===== config.mk =====
export PLATFORM = sky130hd
export DESIGN_NAME = smr_core
export DESIGN_NICKNAME = d
export VERILOG_FILES = /design/src/smr_core.v
export VERILOG_INCLUDE_DIRS = /design/src /design/src/src
export SDC_FILE = /design/constraint.sdc
export NUM_CORES = 1
export LEC_CHECK = 0
export CAP_MARGIN = 15
export CORE_ASPECT_RATIO = 1.5
export CORE_MARGIN = 8
export CORE_UTILIZATION = 42
export DETAILED_ROUTE_END_ITERATION = 12
export DONT_BUFFER_PORTS = 1
export GPL_ROUTABILITY_DRIVEN = 0
export GPL_TIMING_DRIVEN = 0
export PLACE_DENSITY_LB_ADDON = 0.05
export SETUP_SLACK_MARGIN = 0.5
export SYNTH_ARGS = -nofsm -noshare
export SYNTH_HDL_FRONTEND = slang
export SYNTH_HIERARCHICAL = 1
export SYNTH_SLANG_ARGS = --single-unit

===== constraint.sdc =====
create_clock -name sys_clk -period 3.9 [get_ports sys_clk]
set_input_delay 0 -clock sys_clk [delete_from_list [all_inputs] [get_ports sys_clk]]
set_output_delay 0 -clock sys_clk [all_outputs]
set_load 0.02 [all_outputs]

===== src/smr_regs.vh =====
// register window constants for the spi master register/status block
// assumes word addressing on a 3-bit register address port
`ifndef SMR_REGS_VH
`define SMR_REGS_VH
`define SMR_ADDR_RXDATA 3'h0
`define SMR_ADDR_TXDATA 3'h1
`define SMR_ADDR_STATUS 3'h2
`define SMR_ADDR_CONTROL 3'h3
`define SMR_ADDR_RSVD 3'h4
`define SMR_ADDR_SELMASK 3'h5
`define SMR_ST_ROE 3
`define SMR_ST_TOE 4
`define SMR_ST_TMT 5
`define SMR_ST_TRDY 6
`define SMR_ST_RRDY 7
`define SMR_ST_ERR 8
`define SMR_CT_RECEIVE_OVERRUN_IRQ_EN 3
`define SMR_CT_TRANSMIT_OVERRUN_IRQ_EN 4
`define SMR_CT_TRANSMIT_READY_IRQ_EN 6
`define SMR_CT_RECEIVE_READY_IRQ_EN 7
`define SMR_CT_IE 8
`define SMR_CT_SSO 10
`define SMR_CTRL_RST 16'h0000
`define SMR_CTRL_WMASK 16'h05D8
`define SMR_SEL_RST 16'h0001
`define SMR_WORD_BITS 16
`define SMR_LAST_BIT 5'h0F
`define SMR_FIFO_DEPTH 8
`define SMR_FIFO_AW 3
`endif

===== src/smr_core.v =====
// register, status and select logic of an spi master, with a small shifter
// assumes a cpu-side register port on sys_clk and a free bit-rate clock on link_clk
// Notes on behaviour
// RULE1 - writing the transmit holding register clears transmit ready
// RULE2 - moving the held word into the shifter sets transmit ready
// RULE3 - write while not ready sets transmit overrun, word dropped, holding kept
// RULE4 - software should write transmit data only when transmit ready is set
// RULE5 - while shifter busy, held word waits and ready stays low
// RULE6 - status reads change no flag
// RULE7 - a status write clears both overruns and the error summary, except an overrun that sets in the same cycle
// RULE8 - word forced from a full fifo while receive ready sets receive overrun, overwrites
// RULE9 - shifter empty bit is low during a transfer, high when idle
// RULE10 - transmit ready reads one whenever the holding register is empty
// RULE11 - receive ready reads one whenever the receive register holds a word
// RULE12 - error bit is the or of both overrun flags
// RULE13 - control reads have no side effect
// RULE14 - interrupt asserts when any flag and its enable are both set
// RULE15 - control bits 3 and 4 enable receive and transmit overrun interrupts
// RULE16 - control bits 6 and 7 enable transmit and receive ready interrupts
// RULE17 - control bit 8 enables interrupt on the error summary
// RULE18 - control bit 10 holds masked selects asserted regardless of shifting
// RULE19 - reset clears control, disabling interrupts and all selects
// RULE20 - during a shift only masked slaves are selected
// RULE21 - several mask bits may be set, selecting those slaves together
// RULE22 - reset loads the select mask with slave 0 selected
// RULE23 - reading receive data clears receive ready; writing it does nothing
// RULE24 - word addresses 0 rx, 1 tx, 2 status, 3 control, 5 mask
// RULE25 - undefined bits read as zero here, writes to them ignored
// RULE26 - select outputs are low to select, high otherwise
// RULE27 - reset clears overruns; transmit ready and shifter empty start at one
`timescale 1ns/1ps
`include "smr_regs.vh"

// small synchronous fifo, first word falls through on the output
module smr_fifo #(
    parameter W = 16,
    parameter D = 8,
    parameter AW = 3
) (
    // clock and reset
    input wire sys_clk,
    input wire srst,
    // fill side
    input wire in_valid,
    input wire [W-1:0] in_data,
    output wire in_ready,
    // drain side
    output wire out_valid,
    output wire [W-1:0] out_data,
    input wire out_ready
);
    reg [W-1:0] mem [0:D-1];
    reg [AW-1:0] wp_r;
    reg [AW-1:0] rp_r;
    reg [AW:0] cnt_r;
    wire push;
    wire pop;

    // count at which the fifo refuses more words
    localparam [AW:0] CNT_FULL = D;

    assign in_ready = (cnt_r != CNT_FULL);
    assign out_valid = (cnt_r != {(AW+1){1'b0}});
    assign out_data = mem[rp_r];
    assign push = in_valid && in_ready;
    assign pop = out_valid && out_ready;

    // storage has no reset; pointers and count do
    always @(posedge sys_clk) begin
        if (push) begin
            mem[wp_r] <= in_data;
        end
    end

    // pointer and occupancy bookkeeping
    always @(posedge sys_clk) begin
        if (srst) begin
            wp_r <= {AW{1'b0}};
            rp_r <= {AW{1'b0}};
            cnt_r <= {(AW+1){1'b0}};
        end else begin
            if (push) begin
                wp_r <= wp_r + 1'b1;
            end
            if (pop) begin
                rp_r <= rp_r + 1'b1;
            end
            if (push && !pop) begin
                cnt_r <= cnt_r + 1'b1;
            end else if (pop && !push) begin
                cnt_r <= cnt_r - 1'b1;
            end
        end
    end
endmodule

module smr_core (
    // clock and reset
    input wire sys_clk,
    input wire srst,
    // register port
    input wire bus_cs,
    input wire bus_wr,
    input wire bus_rd,
    input wire [2:0] bus_addr,
    input wire [15:0] bus_wdata,
    output reg [15:0] bus_rdata,
    // interrupt
    output reg irq,
    // serial link
    input wire link_clk,
    input wire miso,
    output reg sclk,
    output reg mosi,
    output reg [15:0] sel_n
);
    reg [15:0] tx_hold_r;
    reg [15:0] rx_hold_r;
    reg [15:0] ctrl_r;
    reg [15:0] selmask_r;
    reg trdy_r;
    reg rrdy_r;
    reg roe_r;
    reg toe_r;
    reg busy_r;
    reg [15:0] tx_sh_r;
    reg [15:0] rx_sh_r;
    reg [4:0] bit_cnt_r;
    reg push_r;
    reg [15:0] push_data_r;
    reg lclk_m_r;
    reg lclk_s_r;
    reg lclk_d_r;
    reg miso_m_r;
    reg miso_s_r;
    reg [15:0] status_nxt;
    reg irq_nxt;
    reg armed_r;
    wire wr_tx;
    wire wr_st;
    wire rd_rx;
    wire lclk_rise;
    wire lclk_fall;
    wire start;
    wire fifo_in_ready;
    wire fifo_out_valid;
    wire [15:0] fifo_out_data;
    wire fifo_pop;
    wire fifo_out_ready;
    wire wr_ctrl;
    wire wr_mask;
    wire err_sum;

    // one access strobe aimed at one word address; shared by every decode
    function reg_hit;
        input cs;
        input strobe;
        input [2:0] addr;
        input [2:0] target;
        begin
            reg_hit = cs && strobe && (addr == target);
        end
    endfunction

    // decoded register strobes; an access to address 4 matches none of them
    assign wr_tx = reg_hit(bus_cs, bus_wr, bus_addr, `SMR_ADDR_TXDATA);
    assign wr_st = reg_hit(bus_cs, bus_wr, bus_addr, `SMR_ADDR_STATUS);
    assign wr_ctrl = reg_hit(bus_cs, bus_wr, bus_addr, `SMR_ADDR_CONTROL);
    assign wr_mask = reg_hit(bus_cs, bus_wr, bus_addr, `SMR_ADDR_SELMASK);
    assign rd_rx = reg_hit(bus_cs, bus_rd, bus_addr, `SMR_ADDR_RXDATA);
    // error summary feeds both the status word and the interrupt
    assign err_sum = roe_r || toe_r; // RULE12
    assign lclk_rise = lclk_s_r && !lclk_d_r;
    assign lclk_fall = !lclk_s_r && lclk_d_r;
    // a word may only start when the receive fifo has room for its result
    assign start = !trdy_r && !busy_r && fifo_in_ready; // RULE5
    // drain when the holding register is free, or force it when the fifo is
    // full so the shifter is never starved for long
    assign fifo_out_ready = !rrdy_r || !fifo_in_ready;
    assign fifo_pop = fifo_out_valid && fifo_out_ready;

    // two-flop synchronisers for the link clock and miso
    always @(posedge sys_clk) begin
        if (srst) begin
            lclk_m_r <= 1'b0;
            lclk_s_r <= 1'b0;
            lclk_d_r <= 1'b0;
            miso_m_r <= 1'b0;
            miso_s_r <= 1'b0;
        end else begin
            lclk_m_r <= link_clk;
            lclk_s_r <= lclk_m_r;
            lclk_d_r <= lclk_s_r;
            miso_m_r <= miso;
            miso_s_r <= miso_m_r;
        end
    end

    // status word as software sees it; undefined bits read zero
    always @* begin
        status_nxt = 16'h0000;
        status_nxt[`SMR_ST_ROE] = roe_r;
        status_nxt[`SMR_ST_TOE] = toe_r;
        status_nxt[`SMR_ST_TMT] = !busy_r; // RULE9
        status_nxt[`SMR_ST_TRDY] = trdy_r; // RULE10
        status_nxt[`SMR_ST_RRDY] = rrdy_r; // RULE11
        status_nxt[`SMR_ST_ERR] = err_sum; // RULE12
    end

    // transmit holding register and its handshake
    always @(posedge sys_clk) begin
        if (srst) begin
            tx_hold_r <= 16'h0000;
            trdy_r <= 1'b1; // RULE27
            toe_r <= 1'b0;
        end else begin
            if (wr_tx && trdy_r) begin
                tx_hold_r <= bus_wdata;
                trdy_r <= 1'b0; // RULE1
            end else if (start) begin
                trdy_r <= 1'b1; // RULE2
            end
            // an overrun in the same cycle as a status write still sticks
            if (wr_tx && !trdy_r) begin
                toe_r <= 1'b1; // RULE3
            end else if (wr_st) begin
                toe_r <= 1'b0; // RULE7
            end
        end
    end

    // receive holding register fed from the fifo
    always @(posedge sys_clk) begin
        if (srst) begin
            rx_hold_r <= 16'h0000;
            rrdy_r <= 1'b0;
            roe_r <= 1'b0;
        end else begin
            if (fifo_pop) begin
                rx_hold_r <= fifo_out_data; // RULE8
                rrdy_r <= 1'b1;
            end else if (rd_rx) begin
                rrdy_r <= 1'b0; // RULE23
            end
            if (fifo_pop && rrdy_r && !rd_rx) begin
                roe_r <= 1'b1; // RULE8
            end else if (wr_st) begin
                roe_r <= 1'b0; // RULE7
            end
        end
    end

    // control and select mask; only defined bits are writable
    always @(posedge sys_clk) begin
        if (srst) begin
            ctrl_r <= `SMR_CTRL_RST; // RULE19
            selmask_r <= `SMR_SEL_RST; // RULE22
        end else begin
            if (wr_ctrl) begin
                ctrl_r <= bus_wdata & `SMR_CTRL_WMASK; // RULE25
            end
            // mask is taken whole, so any mix of slaves can share a frame
            if (wr_mask) begin
                selmask_r <= bus_wdata; // RULE21
            end
        end
    end

    // registered read data; reads never touch flags except rx ready
    always @(posedge sys_clk) begin
        if (srst) begin
            bus_rdata <= 16'h0000;
        end else if (bus_cs && bus_rd) begin
            case (bus_addr) // RULE24
                `SMR_ADDR_RXDATA: bus_rdata <= rx_hold_r;
                `SMR_ADDR_STATUS: bus_rdata <= status_nxt; // RULE6
                `SMR_ADDR_CONTROL: bus_rdata <= ctrl_r; // RULE13
                `SMR_ADDR_SELMASK: bus_rdata <= selmask_r;
                default: bus_rdata <= 16'h0000;
            endcase
        end
    end

    // shifter: sample miso on link rise, advance mosi on link fall; the
    // first fall after a start only arms it, which gives the miso
    // synchroniser and the selects time to settle before the first rise
    always @(posedge sys_clk) begin
        if (srst) begin
            busy_r <= 1'b0;
            armed_r <= 1'b0;
            tx_sh_r <= 16'h0000;
            rx_sh_r <= 16'h0000;
            bit_cnt_r <= 5'h00;
            push_r <= 1'b0;
            push_data_r <= 16'h0000;
            mosi <= 1'b0;
        end else begin
            push_r <= 1'b0;
            if (start) begin
                busy_r <= 1'b1;
                armed_r <= 1'b0;
                mosi <= tx_hold_r[15];
                tx_sh_r <= {tx_hold_r[14:0], 1'b0};
                bit_cnt_r <= 5'h00;
            end else if (busy_r && armed_r && lclk_rise) begin
                rx_sh_r <= {rx_sh_r[14:0], miso_s_r};
                bit_cnt_r <= bit_cnt_r + 5'h01;
                if (bit_cnt_r == `SMR_LAST_BIT) begin
                    busy_r <= 1'b0;
                    push_r <= 1'b1;
                    push_data_r <= {rx_sh_r[14:0], miso_s_r};
                end
            end else if (busy_r && lclk_fall) begin
                // a fall before any counted rise must not drop the msb
                if (armed_r) begin
                    mosi <= tx_sh_r[15];
                    tx_sh_r <= {tx_sh_r[14:0], 1'b0};
                end
                armed_r <= 1'b1;
            end
        end
    end

    // interrupt request before its flop; each flag gated by its own enable
    always @* begin
        irq_nxt = 1'b0;
        if (roe_r && ctrl_r[`SMR_CT_RECEIVE_OVERRUN_IRQ_EN]) begin // RULE15
            irq_nxt = 1'b1;
        end
        if (toe_r && ctrl_r[`SMR_CT_TRANSMIT_OVERRUN_IRQ_EN]) begin // RULE15
            irq_nxt = 1'b1;
        end
        if (trdy_r && ctrl_r[`SMR_CT_TRANSMIT_READY_IRQ_EN]) begin // RULE16
            irq_nxt = 1'b1;
        end
        if (rrdy_r && ctrl_r[`SMR_CT_RECEIVE_READY_IRQ_EN]) begin // RULE16
            irq_nxt = 1'b1;
        end
        if (err_sum && ctrl_r[`SMR_CT_IE]) begin // RULE17
            irq_nxt = 1'b1;
        end
    end

    // serial clock: rises only on a counted link rise, so the slave never
    // sees an edge that the shifter did not sample; idles low
    always @(posedge sys_clk) begin
        if (srst) begin
            sclk <= 1'b0;
        end else if (!busy_r) begin
            sclk <= 1'b0;
        end else if (armed_r && lclk_rise) begin
            sclk <= 1'b1;
        end else if (lclk_fall) begin
            sclk <= 1'b0;
        end
    end

    // selects and interrupt, all from flops
    always @(posedge sys_clk) begin
        if (srst) begin
            sel_n <= 16'hFFFF;
            irq <= 1'b0;
        end else begin
            // force-hold keeps selects low across words for long frames
            if (busy_r || ctrl_r[`SMR_CT_SSO]) begin // RULE18
                sel_n <= ~selmask_r; // RULE20 RULE26
            end else begin
                sel_n <= 16'hFFFF;
            end
            irq <= irq_nxt; // RULE14
        end
    end

    // received words queue here before the holding register
    smr_fifo #(
        .W(`SMR_WORD_BITS),
        .D(`SMR_FIFO_DEPTH),
        .AW(`SMR_FIFO_AW)
    ) u_rx_fifo (
        .sys_clk(sys_clk),
        .srst(srst),
        .in_valid(push_r),
        .in_data(push_data_r),
        .in_ready(fifo_in_ready),
        .out_valid(fifo_out_valid),
        .out_data(fifo_out_data),
        .out_ready(fifo_out_ready)
    );
endmodule


==> metrics.md <==
| Metric | Value |
|---|---|
| CP Depth | `10` |
| Setup TNS | `0 ps` |
| Starting Density | `42.67%` |
| Fraction of layout cells with a size suffix above 1 | `13.44%` |
| First-pass GRT wire length | `43080 microns` |
| Leak | `4.621 nW` |
| Largest net degree at the start of global routing | `16` |
| Fin. Hold Viols | `0` |
| Max clock buf depth | `3` |
| Fin Hold WS | `39.94 ps` |
| Worst-path fanout max | `7` |
| Drt wl/cell | `21.01 microns` |
| GRT Util Overall | `17.39%` |
| CTS tree | `built` |
| Max Slew Vio Count | `0` |
| Final period util | `79.06%` |
| CP max-delay cell | `dlygate4sd3_1` |
| Total Power | `7.326 mW` |
| Placed cell area | `0.01193 sq mm` |
| Worst setup SP type | `primary input` |
| Crit path largest cell delay | `610 ps` |
| Die Width | `150.2 microns` |
| Reg2Reg Depth | `11` |
| Vias in the first global route | `7373` |
| Initial antenna violation count | `1` |
| Core footprint | `0.02658 sq mm` |
| CP dominant cell by count | `dlygate4sd3_1` |
| Yosys reg bits | `293` |
| Final wirelength | `28350 microns` |
| Reg2Reg Setup Slack | `950 ps` |
| Final setup viols | `0` |
| Design Area, Final | `0.01325 sq mm` |
| Crit path time final | `3083 ps` |
| Worst flop-to-flop path startpoint | `u_rx_fifo/cnt_r[1]` |
| Congestion Overflow GR | `0` |
| Via count | `7161` |
| CP delay by family, top | `buffers and inverters` |
| Synthesized Nets | `943` |
| Footprint of the multi-input gates | `0.003874 sq mm` |
| Die area | `0.03263 sq mm` |
| Ys async rst share | `0%` |
| CP Data Required Time | `4400 ps` |
| H-tree Lvls | `1` |
| Average vias per placed instance | `5.308` |
| Max-cap violations | `0` |
| Crit path capture | `selmask_r[4]` |
| CP Launch Point | `bus_addr[0]` |
| CTS Buf Count | `30` |
| Crit path buf inv count | `6` |
| I/O pin count | `61` |
| Worst-Skew Late Latency | `570 ps` |
| Synth Flop Type | `dfxtp_1` |
| Clk sinks | `293` |
| Worst-path cell chain | `dlygate4sd3_1, nand3_1, dlygate4sd3_1, nor2b_1, dlygate4sd3_1, clkbuf_1, nand2_1, dlygate4sd3_1, a21oi_1, dlygate4sd3_1` |
| DRT iter0 DRCs | `355` |
| Mapped Avg Cell Area | `12.48 sq um` |
| Setup repair bufs after CTS | `0` |
| Worst Skew | `21.83 ps` |
| Final ANT Viol Nets | `0` |
| Fin nets | `1022` |
| Chip height | `217.3 microns` |
| Max_slew headroom | `34.87%` |
| RSZ-0062 raised after global routing | `false` |
| DR DRC count | `0` |
| Actual slew at the worst max-slew pin | `971.6 ps` |
| Max frequency | `324.3 MHz` |
| # fillers | `2352` |
| Synth Cell Area | `0.01134 sq mm` |
| Unique masters post-synth | `57` |
| CP Class | `primary input to flip-flop` |
| Sequential cell area | `0.007147 sq mm` |
| Most common cell after layout, fill and taps aside | `nand2_1` |
| Post-synthesis sequential area ratio | `63.02%` |
| CP endpoint kind | `flip-flop` |
| Diode count | `0` |
| IO buf count | `0` |
| Run status | `finished, final reports clean` |
| Data arrival time of the worst path | `3590 ps` |
| Worst vdd ir | `0.0004077 V` |
| PD cells | `552.8 mW/mm^2` |
| Clock Pin Slew Worst Setup and Hold Paths | `60 ps` |
| # rows | `73` |
| Syn-to-layout area delta | `16.85%` |
| CTS root buffer | `clkbuf_16` |
| FF-to-FF End | `u_rx_fifo/cnt_r[3]` |
| Worst Hold Class | `primary input to flip-flop` |
| Detail Placement HPWL | `20830 microns` |
| Post-synth EDFFs | `128` |
| Mapped Cells | `909` |
| Synthesis Warnings | `6` |
| Most frequent cells in the layout | `192 x nand2_1, 165 x dfxtp_1, 128 x edfxtp_1` |
| Detailed Routing Iterations Pass 1 | `5` |
metal layers:
metal / vias to the layer above / GRT usage, % / share of wire (%)
met5: - / 0 / 0
met2: 162 / 32.56 / 54
met4: 0 / 9.161 / 4.6
met3: 64 / 2.347 / 4.0
met1: 3503 / 18.39 / 38
li1: 3432 / - / -
cell usage after synthesis, types with 8 or more instances:
master	count	share of area (%)
mux4_1	28	6.5
a21oi_1	75	3.3
mux2i_1	28	2.5
clkbuf_1	21	0.70
a311oi_2	15	2.0
dfxtp_1	165	29
buf_6	9	0.89
nand3_1	14	0.62
a22o_1	18	1.4
nand2_1	192	6.4
buf_1	8	0.26
nor2_1	68	2.3
nor2b_1	11	0.61
mux2_2	17	1.7
edfxtp_1	128	34
buf_2	14	0.62
worst reg2reg max path, delay by kind of cell, from the launching register on:
family,cells,cell delay (ps)
buf+inv,2,340
mux,1,340
flops,1,360
fa+ha+maj,2,510
simple gates,3,820
compound gates,3,470
through the flow:
step,setup WS (ps),utilization (%),std cells
floorplan,1091,-,909
global placement,-530.7,44.25,1246
detailed placement,965.0,44.89,1257
CTS,925.9,49.86,1349
global route,615.3,49.86,1349
finish,816.7,49.86,1349
final cells by class:
cell class / count / area share (%)
repair buffers: 47 / 3.739
clock inverters: 15 / 1.039
inverters: 7 / 0.1983
clock buffers: 41 / 6.203
plain buffers: 59 / 2.474
multi-input cells: 550 / 29.23
flip-flops and latches: 293 / 53.93
well taps: 337 / 3.182
worst min-delay path by stage:
stage	start	endpoint	slack (ps)	depth (start not counted)
2_1_floorplan	bus_wdata[0]	selmask_r[0]	130	2
3_3_place_gp	link_clk	lclk_m_r	130	1
3_5_place_dp	bus_wdata[0]	selmask_r[0]	130	2
4_1_cts	bus_cs	ctrl_r[4]	20	5
5_1_grt	bus_cs	ctrl_r[4]	60	5
6_report	bus_cs	ctrl_r[8]	40	5
kinds of logic (layout without fill, tap and decap cells):
family                     after synthesis  after routing  share of synthesized area [%]
AOI/OAI and AO/OA                      139            139                          8.870
buffers and inverters                   66            169                          3.122
adders and majority gates                8              8                         0.9488
xor gates and xnor gates                10             10                         0.7723
and+or+nand+nor                        316            316                          11.83
muxes                                   77             77                          11.44
DFF                                    293            293                          63.02
where the power goes:
part / total [mW] / internal (mW) / switching, mW
combinational: 1.12 / 0.515 / 0.603
clock: 2.78 / 1.61 / 1.17
sequential: 3.43 / 3.32 / 0.111
sequential cells by signal, summed over array words and instances (netlist names), 3 cells and up, named ones only:
signal and count:
u_rx_fifo/mem 128, bus_rdata 16, push_data_r 16, rx_hold_r 16, sel_n 16, selmask_r 16
tx_hold_r 16, rx_sh_r 15, tx_sh_r 15, ctrl_r 6, bit_cnt_r 5, u_rx_fifo/cnt_r 4
u_rx_fifo/rp_r 3, u_rx_fifo/wp_r 3
timing repair:
action,CTS,global route
gates resized for setup,0,0
endpoints found under the hold margin,85,0
hold buffers,36,0
Note: power is estimated with default switching activity, not from simulation.
